`src/common/cc_defs.svh`:
```
// register indexes, field positions, reset values and codes for cc
`ifndef CC_DEFS_SVH
`define CC_DEFS_SVH

// ==========================================================
// register indexes (byte address is four times the index)
`define CC_IDX_CA_CTRL      10'h0f3
`define CC_IDX_CA_HREF      10'h0f4
`define CC_IDX_CA_LREF      10'h0f5
`define CC_IDX_CA_RUN       10'h0f6
`define CC_IDX_T1_CTRL      10'h0fa

// ==========================================================
// carrier counter control fields
`define CC_CA_CLK_HI        7
`define CC_CA_CLK_LO        6
`define CC_CA_ITS_HI        5
`define CC_CA_ITS_LO        4
`define CC_CA_IE            3
`define CC_CA_PND           2
`define CC_CA_POL           1
`define CC_CA_ONESHOT       0

// ==========================================================
// carrier run register fields
`define CC_RUN_START        0
`define CC_RUN_STOP         1
`define CC_RUN_BUSY         0

// ==========================================================
// sixteen bit timer control fields
`define CC_T1_CLK_HI        7
`define CC_T1_CLK_LO        6
`define CC_T1_MODE_HI       5
`define CC_T1_MODE_LO       4
`define CC_T1_CLR           3
`define CC_T1_OVIE          2
`define CC_T1_MCIE          1
`define CC_T1_PND           0

// ==========================================================
// reset values and fixed codes
`define CC_CA_CTRL_RST      8'h00
`define CC_T1_CTRL_RST      8'h00
`define CC_REF_RST          8'h00
`define CC_CA_VECTOR        8'hec
`define CC_RESP_OKAY        2'b00
`define CC_RESP_SLVERR      2'b10
`define CC_PRE_W            4
`define CC_PHASE_EXTRA      9'h001

`endif

```
`src/common/cc_pkg.sv`:
```
// types shared by the carrier counter and timer control block
package cc_pkg;

   // ==========================================================
   // carrier phase state
   typedef enum logic [1:0] {
      CC_ST_IDLE = 2'b00,
      CC_ST_LOW  = 2'b01,
      CC_ST_HIGH = 2'b10
   } cc_phase_t;

   // ==========================================================
   // timer clock select
   typedef enum logic [1:0] {
      CC_T1_DIV4  = 2'b00,
      CC_T1_DIV8  = 2'b01,
      CC_T1_DIV16 = 2'b10,
      CC_T1_CNTA  = 2'b11
   } cc_t1_clk_t;

   // ==========================================================
   // carrier interrupt time select
   typedef enum logic [1:0] {
      CC_IT_LOW_END  = 2'b00,
      CC_IT_HIGH_END = 2'b01,
      CC_IT_BOTH     = 2'b10,
      CC_IT_BOTH_ALT = 2'b11
   } cc_int_time_t;

endpackage : cc_pkg

```
`src/core/cc_prescale.sv`:
```
// free running divider giving ticks at clock over 1, 2, 4, 8 and 16
`timescale 1ns/1ps
`default_nettype none
`include "cc_defs.svh"

module cc_prescale (
   input  wire logic       aclk,
   input  wire logic       aresetn,
   input  wire logic       ce,
   output logic [4:0]      tick
);
   import cc_pkg::*;

   logic [`CC_PRE_W-1:0] cnt_q;

   // ==========================================================
   // divider counter
   always_ff @(posedge aclk) begin
      if (!aresetn) begin
         cnt_q <= '0;
      end else if (ce) begin
         cnt_q <= cnt_q + 4'h1;
      end
   end

   // ==========================================================
   // tick k when the low k bits are all ones
   always_comb begin
      tick[0] = ce;
      for (int k = 1; k < 5; k++) begin
         tick[k] = ce & ((cnt_q & 4'((1 << k) - 1)) == 4'((1 << k) - 1));
      end
   end

endmodule : cc_prescale
`default_nettype wire

```
`src/core/cc_axil.sv`:
```
// axi4-lite slave front end for byte wide registers
`timescale 1ns/1ps
`default_nettype none
`include "cc_defs.svh"

module cc_axil (
   input  wire logic        aclk,
   input  wire logic        aresetn,
   input  wire logic        ce,
   input  wire logic [11:0] s_awaddr,
   input  wire logic        s_awvalid,
   output logic             s_awready,
   input  wire logic [31:0] s_wdata,
   input  wire logic [3:0]  s_wstrb,
   input  wire logic        s_wvalid,
   output logic             s_wready,
   output logic [1:0]       s_bresp,
   output logic             s_bvalid,
   input  wire logic        s_bready,
   input  wire logic [11:0] s_araddr,
   input  wire logic        s_arvalid,
   output logic             s_arready,
   output logic [31:0]      s_rdata,
   output logic [1:0]       s_rresp,
   output logic             s_rvalid,
   input  wire logic        s_rready,
   output logic             wr_fire,
   output logic [11:0]      wr_addr,
   output logic [7:0]       wr_data,
   input  wire logic        wr_hit,
   input  wire logic        rd_hit,
   input  wire logic [7:0]  rd_data
);
   import cc_pkg::*;

   logic aw_full_q;
   logic w_full_q;
   logic strb_q;
   logic rd_take;

   // ==========================================================
   // write channels taken in either order
   assign s_awready = ce & ~aw_full_q & ~s_bvalid;
   assign s_wready  = ce & ~w_full_q & ~s_bvalid;
   assign wr_fire   = ce & aw_full_q & w_full_q & ~s_bvalid & strb_q;

   always_ff @(posedge aclk) begin
      if (!aresetn) begin
         aw_full_q <= 1'b0;
         w_full_q  <= 1'b0;
         wr_addr   <= 12'h000;
         wr_data   <= 8'h00;
         strb_q    <= 1'b0;
         s_bvalid  <= 1'b0;
         s_bresp   <= `CC_RESP_OKAY;
      end else if (ce) begin
         if (s_awvalid && s_awready) begin
            aw_full_q <= 1'b1;
            wr_addr   <= s_awaddr;
         end
         if (s_wvalid && s_wready) begin
            w_full_q <= 1'b1;
            wr_data  <= s_wdata[7:0];
            strb_q   <= s_wstrb[0];
         end
         if (aw_full_q && w_full_q && !s_bvalid) begin
            aw_full_q <= 1'b0;
            w_full_q  <= 1'b0;
            s_bvalid  <= 1'b1;
            s_bresp   <= wr_hit ? `CC_RESP_OKAY : `CC_RESP_SLVERR;
         end else if (s_bvalid && s_bready) begin
            s_bvalid <= 1'b0;
         end
      end
   end

   // ==========================================================
   // read channel, one cycle to answer
   assign s_arready = ce & ~s_rvalid;
   assign rd_take   = s_arvalid & s_arready;

   always_ff @(posedge aclk) begin
      if (!aresetn) begin
         s_rvalid <= 1'b0;
         s_rdata  <= 32'h00000000;
         s_rresp  <= `CC_RESP_OKAY;
      end else if (ce) begin
         if (rd_take) begin
            s_rvalid <= 1'b1;
            s_rdata  <= {24'h000000, rd_hit ? rd_data : 8'h00};
            s_rresp  <= rd_hit ? `CC_RESP_OKAY : `CC_RESP_SLVERR;
         end else if (s_rvalid && s_rready) begin
            s_rvalid <= 1'b0;
         end
      end
   end

endmodule : cc_axil
`default_nettype wire

```
`src/core/cc_top.sv`:
```
// carrier counter with sixteen bit timer control register
`timescale 1ns/1ps
`default_nettype none
`include "cc_defs.svh"

// What this block does
// reset clears timer control to zero
// timer control holds clock and mode fields
// writing clear bit clears timer counter
// separate overflow and match capture enables
// timer pending reads status, write clears
// nine bit down counter auto reloads
// interval interrupt on level two, vector ech
// carrier output selectable as timer clock
// carrier control selects counter clock source
// carrier interrupt enable bit gates request
// carrier pending reads status, write clears
// field selects waveform point for interrupt
// polarity zero: phase is reference plus two
// polarity one swaps the phase references
// repeat mode gives continuous carrier
// one shot mode gives single pulse
// processor clock faster than counter clock; carrier clock select 00 counts on every processor clock
// internal timer clock uses carrier flip flop
// timer clock also fosc over 4, 8, 16
// one shot stops idle until restarted
// reference writes apply at next reload
module cc_top (
   input  wire logic        aclk,
   input  wire logic        aresetn,
   input  wire logic        ce,
   input  wire logic [11:0] s_awaddr,
   input  wire logic        s_awvalid,
   output logic             s_awready,
   input  wire logic [31:0] s_wdata,
   input  wire logic [3:0]  s_wstrb,
   input  wire logic        s_wvalid,
   output logic             s_wready,
   output logic [1:0]       s_bresp,
   output logic             s_bvalid,
   input  wire logic        s_bready,
   input  wire logic [11:0] s_araddr,
   input  wire logic        s_arvalid,
   output logic             s_arready,
   output logic [31:0]      s_rdata,
   output logic [1:0]       s_rresp,
   output logic             s_rvalid,
   input  wire logic        s_rready,
   input  wire logic        t1_ovf_evt,
   input  wire logic        t1_mc_evt,
   output cc_pkg::cc_t1_clk_t t1_clk_sel,
   output logic [1:0]       t1_mode,
   output logic             t1_count_tick,
   output logic             t1_counter_clear,
   output logic             t1_ovf_irq,
   output logic             t1_mc_irq,
   output logic             carrier_out,
   output logic             ca_irq,
   output logic [7:0]       ca_irq_vector
);
   import cc_pkg::*;

   // ==========================================================
   // declarations
   logic                 wr_fire;
   logic [11:0]          wr_addr;
   logic [7:0]           wr_data;
   logic                 wr_hit;
   logic                 rd_hit;
   logic [7:0]           rd_data;
   logic [4:0]           pre_tick;

   logic [1:0]           ca_clk_q;
   cc_int_time_t         ca_its_q;
   logic                 ca_ie_q;
   logic                 ca_pnd_q;
   logic                 ca_pol_q;
   logic                 ca_oneshot_q;
   logic [7:0]           ca_href_q;
   logic [7:0]           ca_lref_q;

   cc_phase_t            state_q;
   logic [8:0]           cnt_q;
   logic                 out_q;
   logic                 out_prev_q;

   cc_t1_clk_t           t1_clk_q;
   logic [1:0]           t1_mode_q;
   logic                 t1_ovie_q;
   logic                 t1_mcie_q;
   logic                 t1_pnd_q;
   logic                 t1_tick_q;
   logic                 t1_clr_q;

   logic                 wr_ca_ctrl;
   logic                 wr_href;
   logic                 wr_lref;
   logic                 wr_run;
   logic                 wr_t1_ctrl;
   logic                 start_pulse;
   logic                 stop_pulse;
   logic                 ca_tick;
   logic                 end_low;
   logic                 end_high;
   logic                 ca_evt;
   logic                 ca_rise;
   logic                 t1_src_tick;

   // ==========================================================
   // functions
   function automatic logic idx_is(input logic [11:0] addr,
                                   input logic [9:0]  idx);
      idx_is = (addr[11:2] == idx) && (addr[1:0] == 2'b00);
   endfunction : idx_is

   function automatic logic idx_mapped(input logic [11:0] addr);
      idx_mapped = idx_is(addr, `CC_IDX_CA_CTRL) |
                   idx_is(addr, `CC_IDX_CA_HREF) |
                   idx_is(addr, `CC_IDX_CA_LREF) |
                   idx_is(addr, `CC_IDX_CA_RUN)  |
                   idx_is(addr, `CC_IDX_T1_CTRL);
   endfunction : idx_mapped

   // phase length is reference plus two ticks: load reference plus one
   function automatic logic [8:0] phase_load(input logic       high_phase,
                                             input logic       pol,
                                             input logic [7:0] href,
                                             input logic [7:0] lref);
      logic [7:0] sel;
      sel = (high_phase ^ pol) ? href : lref;
      phase_load = {1'b0, sel} + `CC_PHASE_EXTRA;
   endfunction : phase_load

   // ==========================================================
   // bus slave and prescaler
   cc_axil u_axil (
      .aclk      (aclk),
      .aresetn   (aresetn),
      .ce        (ce),
      .s_awaddr  (s_awaddr),
      .s_awvalid (s_awvalid),
      .s_awready (s_awready),
      .s_wdata   (s_wdata),
      .s_wstrb   (s_wstrb),
      .s_wvalid  (s_wvalid),
      .s_wready  (s_wready),
      .s_bresp   (s_bresp),
      .s_bvalid  (s_bvalid),
      .s_bready  (s_bready),
      .s_araddr  (s_araddr),
      .s_arvalid (s_arvalid),
      .s_arready (s_arready),
      .s_rdata   (s_rdata),
      .s_rresp   (s_rresp),
      .s_rvalid  (s_rvalid),
      .s_rready  (s_rready),
      .wr_fire   (wr_fire),
      .wr_addr   (wr_addr),
      .wr_data   (wr_data),
      .wr_hit    (wr_hit),
      .rd_hit    (rd_hit),
      .rd_data   (rd_data)
   );

   cc_prescale u_pre (
      .aclk    (aclk),
      .aresetn (aresetn),
      .ce      (ce),
      .tick    (pre_tick)
   );

   // ==========================================================
   // write decode
   assign wr_hit      = idx_mapped(wr_addr);
   assign wr_ca_ctrl  = wr_fire & idx_is(wr_addr, `CC_IDX_CA_CTRL);
   assign wr_href     = wr_fire & idx_is(wr_addr, `CC_IDX_CA_HREF);
   assign wr_lref     = wr_fire & idx_is(wr_addr, `CC_IDX_CA_LREF);
   assign wr_run      = wr_fire & idx_is(wr_addr, `CC_IDX_CA_RUN);
   assign wr_t1_ctrl  = wr_fire & idx_is(wr_addr, `CC_IDX_T1_CTRL);
   assign start_pulse = wr_run & wr_data[`CC_RUN_START];
   assign stop_pulse  = wr_run & wr_data[`CC_RUN_STOP];

   // ==========================================================
   // carrier control register
   always_ff @(posedge aclk) begin
      if (!aresetn) begin
         ca_clk_q     <= 2'(`CC_CA_CTRL_RST >> `CC_CA_CLK_LO);
         ca_its_q     <= CC_IT_LOW_END;
         ca_ie_q      <= 1'b0;
         ca_pol_q     <= 1'b0;
         ca_oneshot_q <= 1'b0;
      end else if (ce && wr_ca_ctrl) begin
         ca_clk_q     <= wr_data[`CC_CA_CLK_HI:`CC_CA_CLK_LO];
         ca_its_q     <= cc_int_time_t'(wr_data[`CC_CA_ITS_HI:`CC_CA_ITS_LO]);
         ca_ie_q      <= wr_data[`CC_CA_IE];
         ca_pol_q     <= wr_data[`CC_CA_POL];
         ca_oneshot_q <= wr_data[`CC_CA_ONESHOT];
      end
   end

   // ==========================================================
   // reference registers, sampled at start and at each reload
   always_ff @(posedge aclk) begin
      if (!aresetn) begin
         ca_href_q <= `CC_REF_RST;
         ca_lref_q <= `CC_REF_RST;
      end else if (ce) begin
         if (wr_href) begin
            ca_href_q <= wr_data;
         end
         if (wr_lref) begin
            ca_lref_q <= wr_data;
         end
      end
   end

   // ==========================================================
   // carrier counter and output flip flop
   assign ca_tick  = pre_tick[ca_clk_q];
   assign end_low  = ca_tick & (state_q == CC_ST_LOW) & (cnt_q == 9'h000);
   assign end_high = ca_tick & (state_q == CC_ST_HIGH) & (cnt_q == 9'h000);

   always_ff @(posedge aclk) begin
      if (!aresetn) begin
         state_q <= CC_ST_IDLE;
         cnt_q   <= 9'h000;
         out_q   <= 1'b0;
      end else if (ce) begin
         if (stop_pulse) begin
            state_q <= CC_ST_IDLE;
            out_q   <= 1'b0;
         end else if (start_pulse) begin
            if (ca_oneshot_q) begin
               state_q <= CC_ST_HIGH;
               cnt_q   <= phase_load(1'b1, ca_pol_q, ca_href_q, ca_lref_q);
               out_q   <= 1'b1;
            end else begin
               state_q <= CC_ST_LOW;
               cnt_q   <= phase_load(1'b0, ca_pol_q, ca_href_q, ca_lref_q);
               out_q   <= 1'b0;
            end
         end else if (ca_tick) begin
            case (state_q)
               CC_ST_LOW: begin
                  if (cnt_q == 9'h000) begin
                     state_q <= CC_ST_HIGH;
                     cnt_q   <= phase_load(1'b1, ca_pol_q,
                                           ca_href_q, ca_lref_q);
                     out_q   <= 1'b1;
                  end else begin
                     cnt_q <= cnt_q - 9'h001;
                  end
               end
               CC_ST_HIGH: begin
                  if (cnt_q != 9'h000) begin
                     cnt_q <= cnt_q - 9'h001;
                  end else if (ca_oneshot_q) begin
                     state_q <= CC_ST_IDLE;
                     out_q   <= 1'b0;
                  end else begin
                     state_q <= CC_ST_LOW;
                     cnt_q   <= phase_load(1'b0, ca_pol_q,
                                           ca_href_q, ca_lref_q);
                     out_q   <= 1'b0;
                  end
               end
               CC_ST_IDLE: begin
                  out_q <= 1'b0;
               end
               default: begin
                  state_q <= CC_ST_IDLE;
                  out_q   <= 1'b0;
               end
            endcase
         end
      end
   end

   // ==========================================================
   // carrier interrupt event and pending flag
   always_comb begin
      case (ca_its_q)
         CC_IT_LOW_END:  ca_evt = end_low;
         CC_IT_HIGH_END: ca_evt = end_high;
         CC_IT_BOTH:     ca_evt = end_low | end_high;
         default:        ca_evt = end_low | end_high;
      endcase
   end

   always_ff @(posedge aclk) begin
      if (!aresetn) begin
         ca_pnd_q <= 1'b0;
      end else if (ce) begin
         if (ca_evt) begin
            ca_pnd_q <= 1'b1;
         end else if (wr_ca_ctrl && !wr_data[`CC_CA_PND]) begin
            ca_pnd_q <= 1'b0;
         end
      end
   end

   assign ca_irq        = ca_pnd_q & ca_ie_q;
   assign ca_irq_vector = `CC_CA_VECTOR;
   assign carrier_out   = out_q;

   // ==========================================================
   // timer control register
   always_ff @(posedge aclk) begin
      if (!aresetn) begin
         t1_clk_q  <= cc_t1_clk_t'(`CC_T1_CTRL_RST >> `CC_T1_CLK_LO);
         t1_mode_q <= 2'b00;
         t1_ovie_q <= 1'b0;
         t1_mcie_q <= 1'b0;
      end else if (ce && wr_t1_ctrl) begin
         t1_clk_q  <= cc_t1_clk_t'(wr_data[`CC_T1_CLK_HI:`CC_T1_CLK_LO]);
         t1_mode_q <= wr_data[`CC_T1_MODE_HI:`CC_T1_MODE_LO];
         t1_ovie_q <= wr_data[`CC_T1_OVIE];
         t1_mcie_q <= wr_data[`CC_T1_MCIE];
      end
   end

   always_ff @(posedge aclk) begin
      if (!aresetn) begin
         t1_pnd_q <= 1'b0;
      end else if (ce) begin
         if (t1_mc_evt) begin
            t1_pnd_q <= 1'b1;
         end else if (wr_t1_ctrl && !wr_data[`CC_T1_PND]) begin
            t1_pnd_q <= 1'b0;
         end
      end
   end

   // ==========================================================
   // timer clock source and clear strobe
   assign ca_rise = out_q & ~out_prev_q;

   always_comb begin
      case (t1_clk_q)
         CC_T1_DIV4:  t1_src_tick = pre_tick[2];
         CC_T1_DIV8:  t1_src_tick = pre_tick[3];
         CC_T1_DIV16: t1_src_tick = pre_tick[4];
         CC_T1_CNTA:  t1_src_tick = ca_rise & ce;
         default:     t1_src_tick = pre_tick[2];
      endcase
   end

   always_ff @(posedge aclk) begin
      if (!aresetn) begin
         out_prev_q <= 1'b0;
         t1_tick_q  <= 1'b0;
         t1_clr_q   <= 1'b0;
      end else if (ce) begin
         out_prev_q <= out_q;
         t1_tick_q  <= t1_src_tick;
         t1_clr_q   <= wr_t1_ctrl & wr_data[`CC_T1_CLR];
      end
   end

   assign t1_clk_sel       = t1_clk_q;
   assign t1_mode          = t1_mode_q;
   assign t1_count_tick    = t1_tick_q;
   assign t1_counter_clear = t1_clr_q;
   assign t1_ovf_irq       = t1_ovf_evt & t1_ovie_q;
   assign t1_mc_irq        = t1_pnd_q & t1_mcie_q;

   // ==========================================================
   // read mux
   assign rd_hit = idx_mapped(s_araddr);

   always_comb begin
      rd_data = 8'h00;
      if (idx_is(s_araddr, `CC_IDX_CA_CTRL)) begin
         rd_data = {ca_clk_q, ca_its_q, ca_ie_q, ca_pnd_q,
                    ca_pol_q, ca_oneshot_q};
      end else if (idx_is(s_araddr, `CC_IDX_CA_HREF)) begin
         rd_data = ca_href_q;
      end else if (idx_is(s_araddr, `CC_IDX_CA_LREF)) begin
         rd_data = ca_lref_q;
      end else if (idx_is(s_araddr, `CC_IDX_CA_RUN)) begin
         rd_data = {7'h00, state_q != CC_ST_IDLE};
      end else if (idx_is(s_araddr, `CC_IDX_T1_CTRL)) begin
         rd_data = {t1_clk_q, t1_mode_q, 1'b0, t1_ovie_q,
                    t1_mcie_q, t1_pnd_q};
      end
   end

endmodule : cc_top
`default_nettype wire

```
`config.mk`:
```
export PLATFORM = sky130hd
export DESIGN_NAME = cc_top
export DESIGN_NICKNAME = d
export VERILOG_FILES = /design/src/common/cc_pkg.sv /design/src/core/cc_prescale.sv /design/src/core/cc_axil.sv /design/src/core/cc_top.sv
export VERILOG_INCLUDE_DIRS = /design/src /design/src/common
export SDC_FILE = /design/constraint.sdc
export NUM_CORES = 1
export LEC_CHECK = 0
export CAP_MARGIN = 20
export CORE_UTILIZATION = 55
export DETAILED_ROUTE_END_ITERATION = 10
export DONT_BUFFER_PORTS = 1
export MAX_ROUTING_LAYER = met4
export PLACE_DENSITY = 0.71
export RECOVER_POWER = 25
export SYNTH_ARGS = -nofsm -noshare
export SYNTH_HDL_FRONTEND = slang
export SYNTH_HIERARCHICAL = 1
export SYNTH_SLANG_ARGS = --single-unit
```
`constraint.sdc`:
```
create_clock -name aclk -period 3.7 [get_ports aclk]
set_input_delay 0.185 -clock aclk [delete_from_list [all_inputs] [get_ports aclk]]
set_output_delay 0.185 -clock aclk [all_outputs]
set_load 0.02 [all_outputs]
```
==> results of run 1 <==
-- what timing repair did --
action	CTS	global route
hold buffers	25	0
hold endpoints to repair	49	0
setup buffers	0	0
-- routing by layer --
layer	GRT usage (%)	vias to the layer above	part of all wire (%)
met2	43.50	208	46
met5	-	-	0
li1	-	2327	-
met4	8.919	0	2.2
met1	38.05	2299	44
met3	4.555	30	7.9
-- power by group through the flow --
stage / Combinational [mW] / Sequential, mW / Clock (mW)
final: 0.150 / 0.961 / 0.767
after global routing: 0.165 / 0.964 / 0.814
after CTS: 0.149 / 0.960 / 0.773
after global placement: 0.110 / 0.980 / 0
after detailed placement: 0.112 / 0.981 / 0
after floorplan: 0.156 / 0.969 / 0
-- cells in the mapped netlist (6+ instances only) --
cell                       instances
sky130_fd_sc_hd__buf_2             8
sky130_fd_sc_hd__nand3_1          26
sky130_fd_sc_hd__o21ai_1          11
sky130_fd_sc_hd__nand4_1           8
sky130_fd_sc_hd__nand2b_1         10
sky130_fd_sc_hd__xor2_1            9
sky130_fd_sc_hd__buf_4            38
sky130_fd_sc_hd__a221oi_1          7
sky130_fd_sc_hd__o22ai_1          12
sky130_fd_sc_hd__mux2i_1          59
sky130_fd_sc_hd__inv_1            13
sky130_fd_sc_hd__or3_1             7
sky130_fd_sc_hd__nor2b_1           9
sky130_fd_sc_hd__clkbuf_1         24
sky130_fd_sc_hd__nand2_1         113
sky130_fd_sc_hd__dfxtp_1          85
sky130_fd_sc_hd__nor2_1           41
sky130_fd_sc_hd__ha_1              8
sky130_fd_sc_hd__a21oi_1          42
sky130_fd_sc_hd__nor3_1           13
sky130_fd_sc_hd__o211a_1           7
sky130_fd_sc_hd__o21a_1            6
sky130_fd_sc_hd__a31oi_1           6
sky130_fd_sc_hd__o21ai_0           9
-- final cells by class --
cell class / count / area, µm² / area share (%)
flip-flops and latches: 85 / 1702 / 29.57
inverters: 15 / 56.30 / 0.9785
repair buffers: 28 / 290.3 / 5.045
clock inverters: 7 / 102.6 / 1.783
well taps: 133 / 166.4 / 2.892
clock buffers: 9 / 123.9 / 2.153
multi-input cells: 526 / 3313 / 57.58
-- worst max-delay path by stage --
stage | from | slack (ps) | cells past startpoint | end
global route | u_axil/wr_addr[11]$_SDFFE_PN0P_ | 880 | 6 | cnt_q[6]$_SDFFE_PN0P_
finish | cnt_q[0]$_SDFFE_PN0P_ | 1090 | 8 | cnt_q[8]$_SDFFE_PN0P_
floorplan | ca_pol_q$_SDFFE_PN0P_ | 910 | 11 | cnt_q[6]$_SDFFE_PN0P_
global placement | cnt_q[0]$_SDFFE_PN0P_ | 1170 | 8 | cnt_q[8]$_SDFFE_PN0P_
CTS | u_pre/cnt_q[0]$_SDFFE_PN0P_ | 1100 | 9 | cnt_q[8]$_SDFFE_PN0P_
detailed placement | cnt_q[0]$_SDFFE_PN0P_ | 1130 | 8 | cnt_q[8]$_SDFFE_PN0P_
-- sequential cells by signal, summed over array words and instances (netlist names), 4 cells and up --
name / cells
u_axil/wr_data: 8
ca_lref_q: 8
u_axil/wr_addr: 12
u_axil/s_rdata: 8
u_pre/cnt_q: 4
ca_href_q: 8
cnt_q: 9
-- through the flow --
stage / total power, mW / area [µm²] / cells / hold WS [ps] / util (%)
global placement: 1.090 / 5260 / 762 / 308.6 / 54.32
detailed placement: 1.093 / 5260 / 762 / 313.2 / 54.32
global route: 1.943 / 5754 / 803 / 0.7511 / 59.42
finish: 1.878 / 5754 / 803 / 0.5992 / 59.42
floorplan: 1.126 / 5579 / 707 / 306.7 / -
CTS: 1.882 / 5754 / 803 / 2.114 / 59.42
-- logic make-up after synthesis --
logic type | after synthesis
buffers and inverters | 96
adder cells (fa/ha/maj) | 8
flip-flops | 85
multiplexers | 69
XOR/XNOR | 11
AO/OA/AOI/OAI | 140
AND/OR/NAND/NOR | 264
other | 3
==> impl.org, run 1 <==
** Run status
- Run status :: finished, final reports clean

** Worst setup path
- Reg-to-Reg End :: cnt_q[8]$_SDFFE_PN0P_
- STA classifies the critical path endpoint as a register.
- Stage delay of the slowest cell on the critical path :: 540 ps
- STA puts the critical path data required time at 3920 ps.
- Logic depth of the worst register-to-register path :: 8
- Category of the worst setup path launch point :: register
- Slowest CP cell :: sky130_fd_sc_hd__or4b_4
- STA puts the critical path data arrival time at 2840 ps.
- R2R setup slack :: 1090 ps
- The critical path is of the register to register type.
- Traced cell by cell, the critical path runs through inv_1, ha_1, or4b_4, nor3_4, a311oi_1, o211a_1, nand2_1, o32ai_1.
- The number of buffers and inverters on the critical path is 1.
- Crit Reg-Reg Startpoint :: cnt_q[0]$_SDFFE_PN0P_
- CP Max Fanout :: 14
- Largest delay contributor family on the critical path :: simple AND/OR/NAND/NOR gates

** Power and ir drop
- Part of the power in registers :: 51.2%
- Lkg Pwr :: 2.109 nW
- Net switching is 26.41% of the power.
- Switching power :: 496.0 µW
- Clock group share of total power :: 40.8%
- Combinational cells account for 8.0% of the total power.
- IR analysis of the VDD net gives a maximum drop of 0.2480 mV.
- For this design the ratio of total power to cell area is 326.4 nW/µm².
- The internal portion of the total power is 1.382 mW.

** Timing
- The worst path meets setup with 1088 ps of slack.
- Slew margin rel. :: 40.24%
- Tightest Pin Transition :: 888.9 ps
- The number of failing hold endpoints at the final stage came to 0.
- Worst clock skew on the final layout :: 11.19 ps
- RSZ-0062 raised after global routing :: false
- The routed design could run at a clock period as short as 2612 ps.
- The count of pins over their slew limit is 0.
- In the finished design, the share of the clock period the worst path needs comes to 70.60%.
- In the final timing run, aggregate negative setup slack is 0 ps.
- Final setup violating endpoints :: 0
- Upper clock frequency limit :: 382.8 MHz

** Logic synthesis
- Simple-Gate Fraction of Synth Area :: 23.77%
- By area, the combinational part of the netlist is dominated by simple AND/OR/NAND/NOR gates.
- By area the synthesized netlist is led by sky130_fd_sc_hd__dfxtp_1 (31%), sky130_fd_sc_hd__mux2i_1 (11%), sky130_fd_sc_hd__nand2_1 (7.8%).
- In this run, synthesis produced a sequential element count of 85.
- Average cell area after synthesis :: 8.081 µm²
- The cell area that synthesis handed to floorplanning was 5463 µm².
- Multiplexer cells account for 13.49% of the synthesized area.
- Synthesized-area fraction occupied by adder cells :: 1.832%
- The synthesized netlist devotes 1.764% of its cell area to XOR and XNOR gates.
- For this run, asynchronously set or reset flops after synthesis account for 0%.
- During synthesis, Yosys emitted a total of 6 warnings.
- In the synthesized netlist the dominant register cell turns out to be sky130_fd_sc_hd__dfxtp_1.
- The cell count after synthesis came out at 676.
- Post-synth EDFFs :: 0
- Sequential share of the synthesized area :: 31.15%
- Cell type with the highest aggregate area in the netlist :: sky130_fd_sc_hd__dfxtp_1
- Synth Area in Compound Gates :: 17.34%
- Area share of the largest cell type after synthesis :: 31.15%
- Synth unique cells :: 74

** Place
- Post-placement setup slack :: 1129 ps
- Detailed placement HPWL :: 9.784 mm
- Port Buffers :: 0
- RePlAce Congestion :: 0.8998

** Floorplan
- Die width :: 101.7 µm
- DIE HEIGHT :: 101.7 µm
- Die Footprint :: 10,330 µm²
- Site Rows :: 36
- Core ar. :: 9684 µm²
- The initial utilization of the core area, before any placement, comes to 56.41%.
- Number of top-level pins :: 129

** Routing
- Average vias per placed instance :: 6.057
- After detailed routing, the number of remaining DRC violations is 0.
- Final routed wire length divided by cell count :: 17.62 µm
- The first detailed-routing pass ran for 5 iterations.
- Wires add up to 14.15 mm.
- Vias post-DR :: 4,864
- Post-detailed-route count of antenna-violating nets :: 0
- DR iter-0 viols :: 278

** Worst hold path
- Worst hold path stage count :: 2
- In this run the most critical hold path is launched from aresetn.
- Hold-critical path endpoint :: cnt_q[6]$_SDFFE_PN0P_
- The path class of the tightest hold or removal check is input port to register.

** Clock network
- No sink is reached through more buffers than the 2 on the longest clock path.
- Root buffer selected by CTS :: sky130_fd_sc_hd__clkbuf_8
- TritonCTS built the clock tree.
- Gates resized during post-CTS repair numbered 0.
- Buffers inserted during clock tree synthesis total 9.
- CTS clock-pin slew for the worst setup and hold paths :: 90 ps
- The tree built by TritonCTS fans out to 85 sinks.
- CTS H-tree lvls :: 3
- Insertion delay of the later-clocked pin in the worst-skew pair :: 360 ps

** Finish
- Filler Cells Inserted :: 880
- Highest-count cells in the layout ignoring fill and taps :: sky130_fd_sc_hd__nand2_1 (113), sky130_fd_sc_hd__dfxtp_1 (85), sky130_fd_sc_hd__mux2i_1 (59)
- Fraction of layout cells with a size suffix above 1 :: 6.418%
- From synthesis to final layout, the design area changed by 5.337%.
- 0 antenna diodes ended up in the layout.
- The net count of the finished layout is 743.
- Leaving out fill and tap cells, the most frequent cell in the layout is sky130_fd_sc_hd__nand2_1.

** GRT
- The number of antenna violations at the first check in global routing was 0.
- After global routing the overflow that remains totals 0.
- Vias in the first global route :: 4,253
- First-pass GRT wire length :: 21.88 mm
- Pin count of the biggest net entering global routing :: 69
- Global routing used 28.35% of the available tracks across all layers.

** Run
- Max-capacitance violation count :: 0
Power figures use the tool's default switching activity.
==> run 2, diff against run 1 <==
Settings changed: ABC_AREA from default to 1, PLACE_DENSITY 0.71 to 0.74.
Clock period 3.7 ns to 2.24 ns, I/O delays scaled along.
==> run 2 against run 1 <==
Count of clock-buffer cells in the layout up 2. Routed wire length decreased by 2.0%. Synthesized cell count grew 34%. Worst setup slack got worse by 850 ps. Flip-flop and latch count is the same. Clock skew fell by 1.3 ps. Design area grew 4.3%. Sequential share of layout area down 1.2 points. Critical endpoint unchanged. Highest routed layer unchanged.
==> impl.org, run 2 <==
** Logic synthesis
- After synthesis, the share of flip-flops with an asynchronous set or reset is 0%.
- Most used flip-flop cell after synthesis :: sky130_fd_sc_hd__dfxtp_1
- Count of mapped cells out of synthesis :: 909
- The synthesized netlist occupies a cell area of 5599 µm².
- After synthesis, the cell types taking the most area are sky130_fd_sc_hd__dfxtp_1 (30%), sky130_fd_sc_hd__nand2_1 (15%), sky130_fd_sc_hd__nor2_1 (9.1%).
- In the synthesized netlist, the cells that appear most often are sky130_fd_sc_hd__nand2_1 (226), sky130_fd_sc_hd__nor2_1 (136), sky130_fd_sc_hd__inv_1 (133), sky130_fd_sc_hd__dfxtp_1 (85), sky130_fd_sc_hd__nand3_1 (53).
- Area share of the largest cell type after synthesis :: 30.39%
- The share of the Yosys chip area taken by registers is 30.39%.
- Most numerous cell in the Yosys netlist :: sky130_fd_sc_hd__nand2_1
- Cell type with the highest aggregate area in the netlist :: sky130_fd_sc_hd__dfxtp_1
- Synth unique cells :: 41
- The synthesized design contains 0 enable-type register cells.
- A synthesized cell averages 6.160 µm².
- The synthesized design contains 85 register bits.
- The Yosys step of the flow raised 6 warnings.

** Floorplan
- Number of top-level pins :: 129
- The floorplan step defined a die boundary enclosing 10,590 µm².
- The die is 102.9 µm tall.
- Core ar. :: 9819 µm²
- For this configuration, the core starts out at a cell density of 57.02%.
- The initialized floorplan defines 36 standard-cell rows.
- The floorplan step set the die width to 102.9 µm.

** Power and ir drop
- Lkg Pwr :: 2.855 nW
- Part of the power in combinational logic :: 10.0%
- Dividing total power by cell area gives a power density of 525.0 nW/µm².
- Net switching share of the total power :: 26.69%
- The clock network accounts for 39.3% of the total power.
- The completed layout was analyzed and its total power is 3.152 mW.
- Of the total power, registers draw 50.7%.
- Worst ir drop on vdd :: 0.3549 mV
- Summed over all nets, the switching power comes to 841.2 µW.
- Internal portion of total power :: 2.311 mW

** GRT
- Global routing usage summed across all routing layers :: 29.26%
- After global routing the overflow that remains totals 0.
- Pin count of the biggest net entering global routing :: 59
- The via count of the first global-routing pass is 4,936.
- First-pass GRT wire length :: 23.12 mm
- The number of antenna violations at the first check in global routing is 0.

** Timing
- On the final layout, the worst clock skew is 9.913 ps.
- Final critical delay including setup and external delays :: 2007 ps
- The count of pins over their slew limit was 0.
- Post-route fraction of the period consumed by the critical path :: 89.60%
- Final setup violating endpoints :: 0
- Final hold violation count :: 0
- RSZ-0062 raised after global routing :: false
- For the pin with the worst max-slew slack, the measured transition is 615.4 ps.
- Measured against its own limit, the worst slew margin works out to 58.86%.
- Final sum of negative setup slack :: 0 ps
- Based on the critical path, the design can be clocked at up to 498.3 MHz.

** Finish
- Most frequent standard cell in the layout excluding fill and tap cells :: sky130_fd_sc_hd__nand2_1
- Flip-flop count of the largest register, all copies and words added :: 12
- Leaving out fill and tap cells, the most frequent cells in the layout are sky130_fd_sc_hd__nand2_1 (227), sky130_fd_sc_hd__nor2_1 (136), sky130_fd_sc_hd__inv_1 (133).
- The largest registers in the layout are u_axil/wr_addr x12, cnt_q x9.
- More flip-flops sit in one register than any other, and that register is u_axil/wr_addr.
- Nets@finish :: 1,000
- Core utilization of the finished layout :: 61.14%
- 0 antenna diodes ended up in the layout.
- The post-route netlist has 6.041% of its cells at a drive strength greater than 1.
- Post-synthesis to final-layout area growth :: 7.218%

** Clock network
- The longest clock path from root to sink contains 2 buffers.
- The clock reaches the later pin of the worst-skew pair after 360 ps.
- Inserted Clock Buffers :: 9
- TritonCTS built the clock tree.
- For this design, the sink count on the clock tree is 85.
- Setup Fix Bufs, Post-CTS :: 0
- The root buffer cell chosen for the clock tree is sky130_fd_sc_hd__clkbuf_8.
- Clock-pin slew was measured on the worst setup and hold paths at 90 ps.
- CTS H-tree lvls :: 3

** Routing
- Number of DRC violations after detailed routing :: 0
- Vias post-DR :: 5,435
- DR iter-0 viols :: 243
- Final routed wire length divided by cell count :: 13.08 µm
- The routed design has 13.87 mm of wire.
- Post-detailed-route count of antenna-violating nets :: 0
- Average vias per placed instance :: 5.127
- First-pass detailed-route iteration total :: 5

** Run status
- The flow ran to the end, and the final reports show no timing, DRC or antenna violations.

** Worst setup path
- For flop-to-flop paths, the worst setup slack is 270 ps.
- The setup path with the least slack is of type input port to register.
- STA classifies the critical path startpoint as an input port.
- The worst register-to-register path begins at cnt_q[0]$_SDFFE_PN0P_.
- CP Max Fanout :: 12
- In this run the critical register-to-register path is captured at cnt_q[7]$_SDFFE_PN0P_.
- STA classifies the critical path endpoint as a register.
- Data arrival time of the critical path :: 2270 ps
- In this run the worst setup path terminates at cnt_q[8]$_SDFFE_PN0P_.
- Counting cells, the worst reg-to-reg path comes to 12.
- Worst setup path start :: ce
- At the worst endpoint, the required time is 2500 ps.

** Worst hold path
- The worst hold path belongs to the class input port to register.

** Place
- Input and output buffers added on the ports amount to 0.
- Summed over all nets, the half-perimeter wirelength after detailed placement is 10.24 mm.
- RePlAce Congestion :: 0.8902

** Run
- Max-cap violations in this run came to 0.
[run 2: changes by cell type after synthesis, moves of 12 or more]
cell	delta
sky130_fd_sc_hd__inv_1	+120
sky130_fd_sc_hd__nor2_1	+95
sky130_fd_sc_hd__mux2i_1	-58
sky130_fd_sc_hd__nand3_1	+27
sky130_fd_sc_hd__clkbuf_1	-14
sky130_fd_sc_hd__o22ai_1	-12
sky130_fd_sc_hd__nand4_1	+24
sky130_fd_sc_hd__nand2_1	+113
sky130_fd_sc_hd__o21ai_0	+36
[run 2: cells by family (layout without fill, tap and decap cells)]
kind of cell / Yosys count / count (layout) / share of synthesized area (%)
AO/OA/AOI/OAI: 119 / 119 / 11.82
XOR/XNOR: 5 / 5 / 0.7821
adder cells (fa/ha/maj): 8 / 8 / 1.788
buffers and inverters: 202 / 189 / 16.67
flip-flops: 85 / 85 / 30.39
multiplexers: 1 / 1 / 0.1788
other: 3 / 34 / 0.2011
AND/OR/NAND/NOR: 486 / 486 / 38.17
[run 2: repair_timing]
action	4_1_cts	5_1_grt
hold buffers	22	1
gates resized for setup	0	1
endpoints found under the hold margin	66	1
endpoints found under the setup margin	0	1
[run 2: how the worst min path moves through the flow]
stage / startpoint / end / slack, ps / cells after the start
global placement: ce / t1_count_tick$_SDFFE_PN0P_ / 220 / 1
global route: s_wdata[4] / u_axil/wr_data[4]$_SDFFE_PN0P_ / 30 / 4
floorplan: aresetn / u_pre/cnt_q[3]$_SDFFE_PN0P_ / 230 / 2
finish: s_awaddr[6] / u_axil/wr_addr[6]$_SDFFE_PN0P_ / 3 / 4
detailed placement: ce / t1_count_tick$_SDFFE_PN0P_ / 220 / 1
CTS: s_awaddr[6] / u_axil/wr_addr[6]$_SDFFE_PN0P_ / 2 / 4
[run 2: final cells by class]
cell class	instances	area, µm²
clock buffer	11	141.4
clock inverter	5	82.58
fill	997	3816
inverter	140	525.5
multi-input combinational	653	3073
sequential	85	1703
tap	133	166.4
timing repair buffer	33	311.5
[run 2: metrics by stage]
stage | setup slack (ps) | hold slack (ps) | instance area (µm²) | std cells
after detailed placement | 252.0 | 224.4 | 5549 | 1021
after floorplan | 220.8 | 232.5 | 5715 | 940
after global placement | 279.0 | 215.2 | 5549 | 1021
after CTS | 239.1 | 1.642 | 6003 | 1059
after global routing | 13.14 | 26.80 | 6003 | 1060
final | 233.0 | 2.661 | 6003 | 1060
[run 2: power by group through the flow]
stage | logic [mW] | clock network [mW] | registers [mW]
final | 0.315 | 1.24 | 1.60
after global placement | 0.254 | 0 | 1.63
after global routing | 0.360 | 1.31 | 1.60
after detailed placement | 0.257 | 0 | 1.63
after floorplan | 0.288 | 0 | 1.62
after CTS | 0.311 | 1.26 | 1.60
[run 2: per-layer routing]
metal,vias up,global-route usage (%),share of wire (%),wire length (µm)
li1,2828,-,-,-
met1,2411,35.99,45,6218
met2,164,47.95,46,6357
met3,32,5.424,6.4,886
met4,0,10.51,2.9,406
met5,-,-,0,0
[run 2: worst max-delay path: stages]
cell,delay [ps]
sky130_fd_sc_hd__dlygate4sd3_1,840
sky130_fd_sc_hd__nand2_1,150
sky130_fd_sc_hd__inv_1,110
sky130_fd_sc_hd__nand2_1,60
sky130_fd_sc_hd__nand3_1,80
sky130_fd_sc_hd__nand2_1,80
sky130_fd_sc_hd__nor2_1,90
sky130_fd_sc_hd__nand2_1,80
sky130_fd_sc_hd__a21oi_2,370
sky130_fd_sc_hd__nand3_1,130
sky130_fd_sc_hd__nor2_1,110
sky130_fd_sc_hd__nor2_1,50
==> run 3, diff against run 2 <==
Settings changed: CORE_ASPECT_RATIO from default to 1.75, CTS_BUF_LIST from default to sky130_fd_sc_hd__clkbuf_8, PLACE_DENSITY 0.74 to default, PLACE_DENSITY_LB_ADDON from default to 0.2.
==> run 3 against run 2 <==
Die area rose by 0.15%. Clock power rose by 6%. Worst setup slack got worse by 45 ps. Design area up 1.6%. Largest cell class unchanged. Highest routed layer unchanged.
==> impl.org, run 3 (same netlist as run 2, synthesis figures left out) <==
** Worst hold path
- Worst hold path stage count :: 3
- Kind of path behind the tightest hold check :: input port to register

** Worst setup path
- Type of the worst setup path :: register to register
- CP Max Fanout :: 14
- Req. time, crit path :: 2560 ps
- Category of the worst setup path launch point :: register
- The worst register-to-register path has a depth of 13.
- Data on the critical path arrives at its endpoint at 2370 ps.
- Critical Path Sink Type :: register

** Floorplan
- The die covers 10,600 µm².
- The floorplan has 48 rows.
- The initial utilization of the core area, before any placement, comes to 56.85%.
- In this run the count of I/O pins placed on the die edge is 129.
- The region available for standard cell placement spans 9849 µm².
- DIE HEIGHT :: 135.5 µm
- The die is 78.27 µm wide.

** Routing
- Post-detailed-route count of antenna-violating nets :: 0
- Final routed wire length divided by cell count :: 15.09 µm
- First-pass detailed-route iteration total :: 5
- The detailed router placed 5,672 vias in this run.
- For this block, the initial DRC count from the detailed router was 232.
- Average vias per placed instance :: 5.361
- Overall routed net length :: 15.97 mm
- Number of DRC violations after detailed routing :: 0

** Finish
- Fraction of layout cells with a size suffix above 1 :: 6.538%
- Final std cell area, no fill :: 6098 µm²
- After filler insertion, the fill cell instance count of the layout stands at 962.
- Highest-count cells in the layout ignoring fill and taps :: sky130_fd_sc_hd__nand2_1 (224), sky130_fd_sc_hd__nor2_1 (136), sky130_fd_sc_hd__inv_1 (134)
- Inserted Diodes :: 0
- Most frequent standard cell in the layout excluding fill and tap cells :: sky130_fd_sc_hd__nand2_1
- Multi-input combinational cell area :: 3103 µm²
- More flip-flops sit in one register than any other, and that register is u_axil/wr_addr.
- Relative to the synthesized area, the layout overhead comes to 8.916%.
- Nets@finish :: 1,006
- The sequential cells in the finished layout cover a total of 1703 µm².
- The largest registers in the layout are u_axil/wr_addr x12, cnt_q x9.
- Flip-flop count of the largest register, all copies and words added :: 12

** Clock network
- Insertion delay of the later-clocked pin in the worst-skew pair :: 370 ps
- Root buffer selected by CTS :: sky130_fd_sc_hd__clkbuf_8
- Max Root-Sink Buffers :: 2
- CTS Sinks :: 85
- Clock tree from TritonCTS :: done
- CTS H-tree lvls :: 3
- CTS clock-pin slew for the worst setup and hold paths :: 90 ps
- Clock tree synthesis inserted a total of 9 buffers.

** Run status
- The run finished with clean final reports.

** Timing
- Tightest Pin Transition :: 619.1 ps
- The smallest clock period supported by the final layout is computed as 2052 ps.
- Across the routed clock network, the largest skew measured is 11.55 ps.
- The count of pins over their slew limit came to 0.
- Slew margin rel. :: 58.61%
- For this run, the top clock speed supported by timing is 487.4 MHz.
- Post-route fraction of the period consumed by the critical path :: 91.60%
- Setup violations remaining at the end of the flow were counted as 0.
- Final hold violation count :: 0

** Place
- Post-place instance area :: 5547 µm²
- Detailed placement HPWL :: 11.93 mm
- RePlAce Congestion :: 0.9404
- Buffers placed on the I/O ports in this run total 0.

** Power and ir drop
- Power after layout :: 3.247 mW
- Summed over all cells, the static leakage comes to 2.906 nW.
- Worst ir drop on vdd :: 0.5481 mV
- Dividing total power by cell area gives a power density of 532.5 nW/µm².

** GRT
- Entering global routing, the biggest net connects 59 pins.
- Global routing usage summed across all routing layers :: 32.51%
- The via count of the first global-routing pass was 5,413.
- Total congestion overflow :: 0
- Initial antenna violation count :: 0
- The first global-routing pass estimated 25.67 mm of wire.

** Run
- Max-capacitance violation count :: 0
run 3: cell types whose count changed in the layout (fill, tap and decap cells not counted), sizes merged:
cell | before | now
dlygate4sd3 | 22 | 26
bufinv | 2 | 3
buf | 10 | 11
clkinvlp | 0 | 1
dlymetal6s4s | 0 | 1
clkbuf | 12 | 10
run 3: timing repair:
| item | 4_1_cts | 5_1_grt |
|---|---|---|
| setup endpoints to repair | 0 | 6 |
| resized for setup | 0 | 10 |
| hold endpoints to repair | 67 | 0 |
| hold buffers | 28 | 0 |
| buffers inserted | 0 | 0 |
run 3: layout make-up:
cell class              count  share of cell area, %
clock buffers               9                  2.031
multi-input cells         653                  50.88
flip-flops and latches     85                  27.92
inverters                 140                  8.617
repair buffers             39                  6.094
well taps                 125                  2.565
clock inverters             7                  1.888
run 3: routing by layer:
metal / vias to the layer above / share of wire (%) / wire length [µm] / track usage, %
met1: 2613 / 36 / 5701 / 30.00
met4: 0 / 6.8 / 1083 / 22.94
met2: 155 / 54 / 8587 / 59.65
met5: - / 0 / 0 / -
li1: 2850 / - / - / -
met3: 54 / 3.7 / 598 / 5.320
run 3: final timing paths:
check / slack, ps / end / start
max: 190 / cnt_q[7]$_SDFFE_PN0P_ / u_axil/w_full_q$_SDFFE_PN0P_
min: 7 / state_q[0]$_SDFFE_PN0P_ / ce
max reg2reg: 190 / cnt_q[7]$_SDFFE_PN0P_ / u_axil/w_full_q$_SDFFE_PN0P_
min reg2reg: 470 / ca_ie_q$_SDFFE_PN0P_ / ca_ie_q$_SDFFE_PN0P_
run 3: per-stage QoR:
step	instances	util, %	setup TNS, ps	setup WS (ps)	hold slack [ps]
after floorplan	940	-	0	220.8	232.5
after global placement	1014	56.31	0	178.0	214.7
after detailed placement	1014	56.31	0	101.5	219.3
after CTS	1058	61.69	0	66.01	0.3699
after global routing	1058	61.92	-5.256	-5.256	25.66
final	1058	61.92	0	188.2	6.567
run 3: worst max-delay path, cell delays in order, from the launching register on:
cell and delay [ps]:
sky130_fd_sc_hd__dfxtp_1 370, sky130_fd_sc_hd__nand2_1 60, sky130_fd_sc_hd__inv_1 110, sky130_fd_sc_hd__nand2_1 110, sky130_fd_sc_hd__nor2_1 100, sky130_fd_sc_hd__buf_4 170, sky130_fd_sc_hd__nand4_4 280, sky130_fd_sc_hd__nor2_2 350
sky130_fd_sc_hd__nand2_1 100, sky130_fd_sc_hd__nand2_1 70, sky130_fd_sc_hd__inv_1 40, sky130_fd_sc_hd__nand3_2 120, sky130_fd_sc_hd__nand2_1 60, sky130_fd_sc_hd__inv_1 50
run 3: report_power, final:
part | internal (mW) | total, mW | switching, mW
Combinational | 0.0996 | 0.324 | 0.224
Clock | 0.737 | 1.32 | 0.586
Sequential | 1.55 | 1.60 | 0.0493
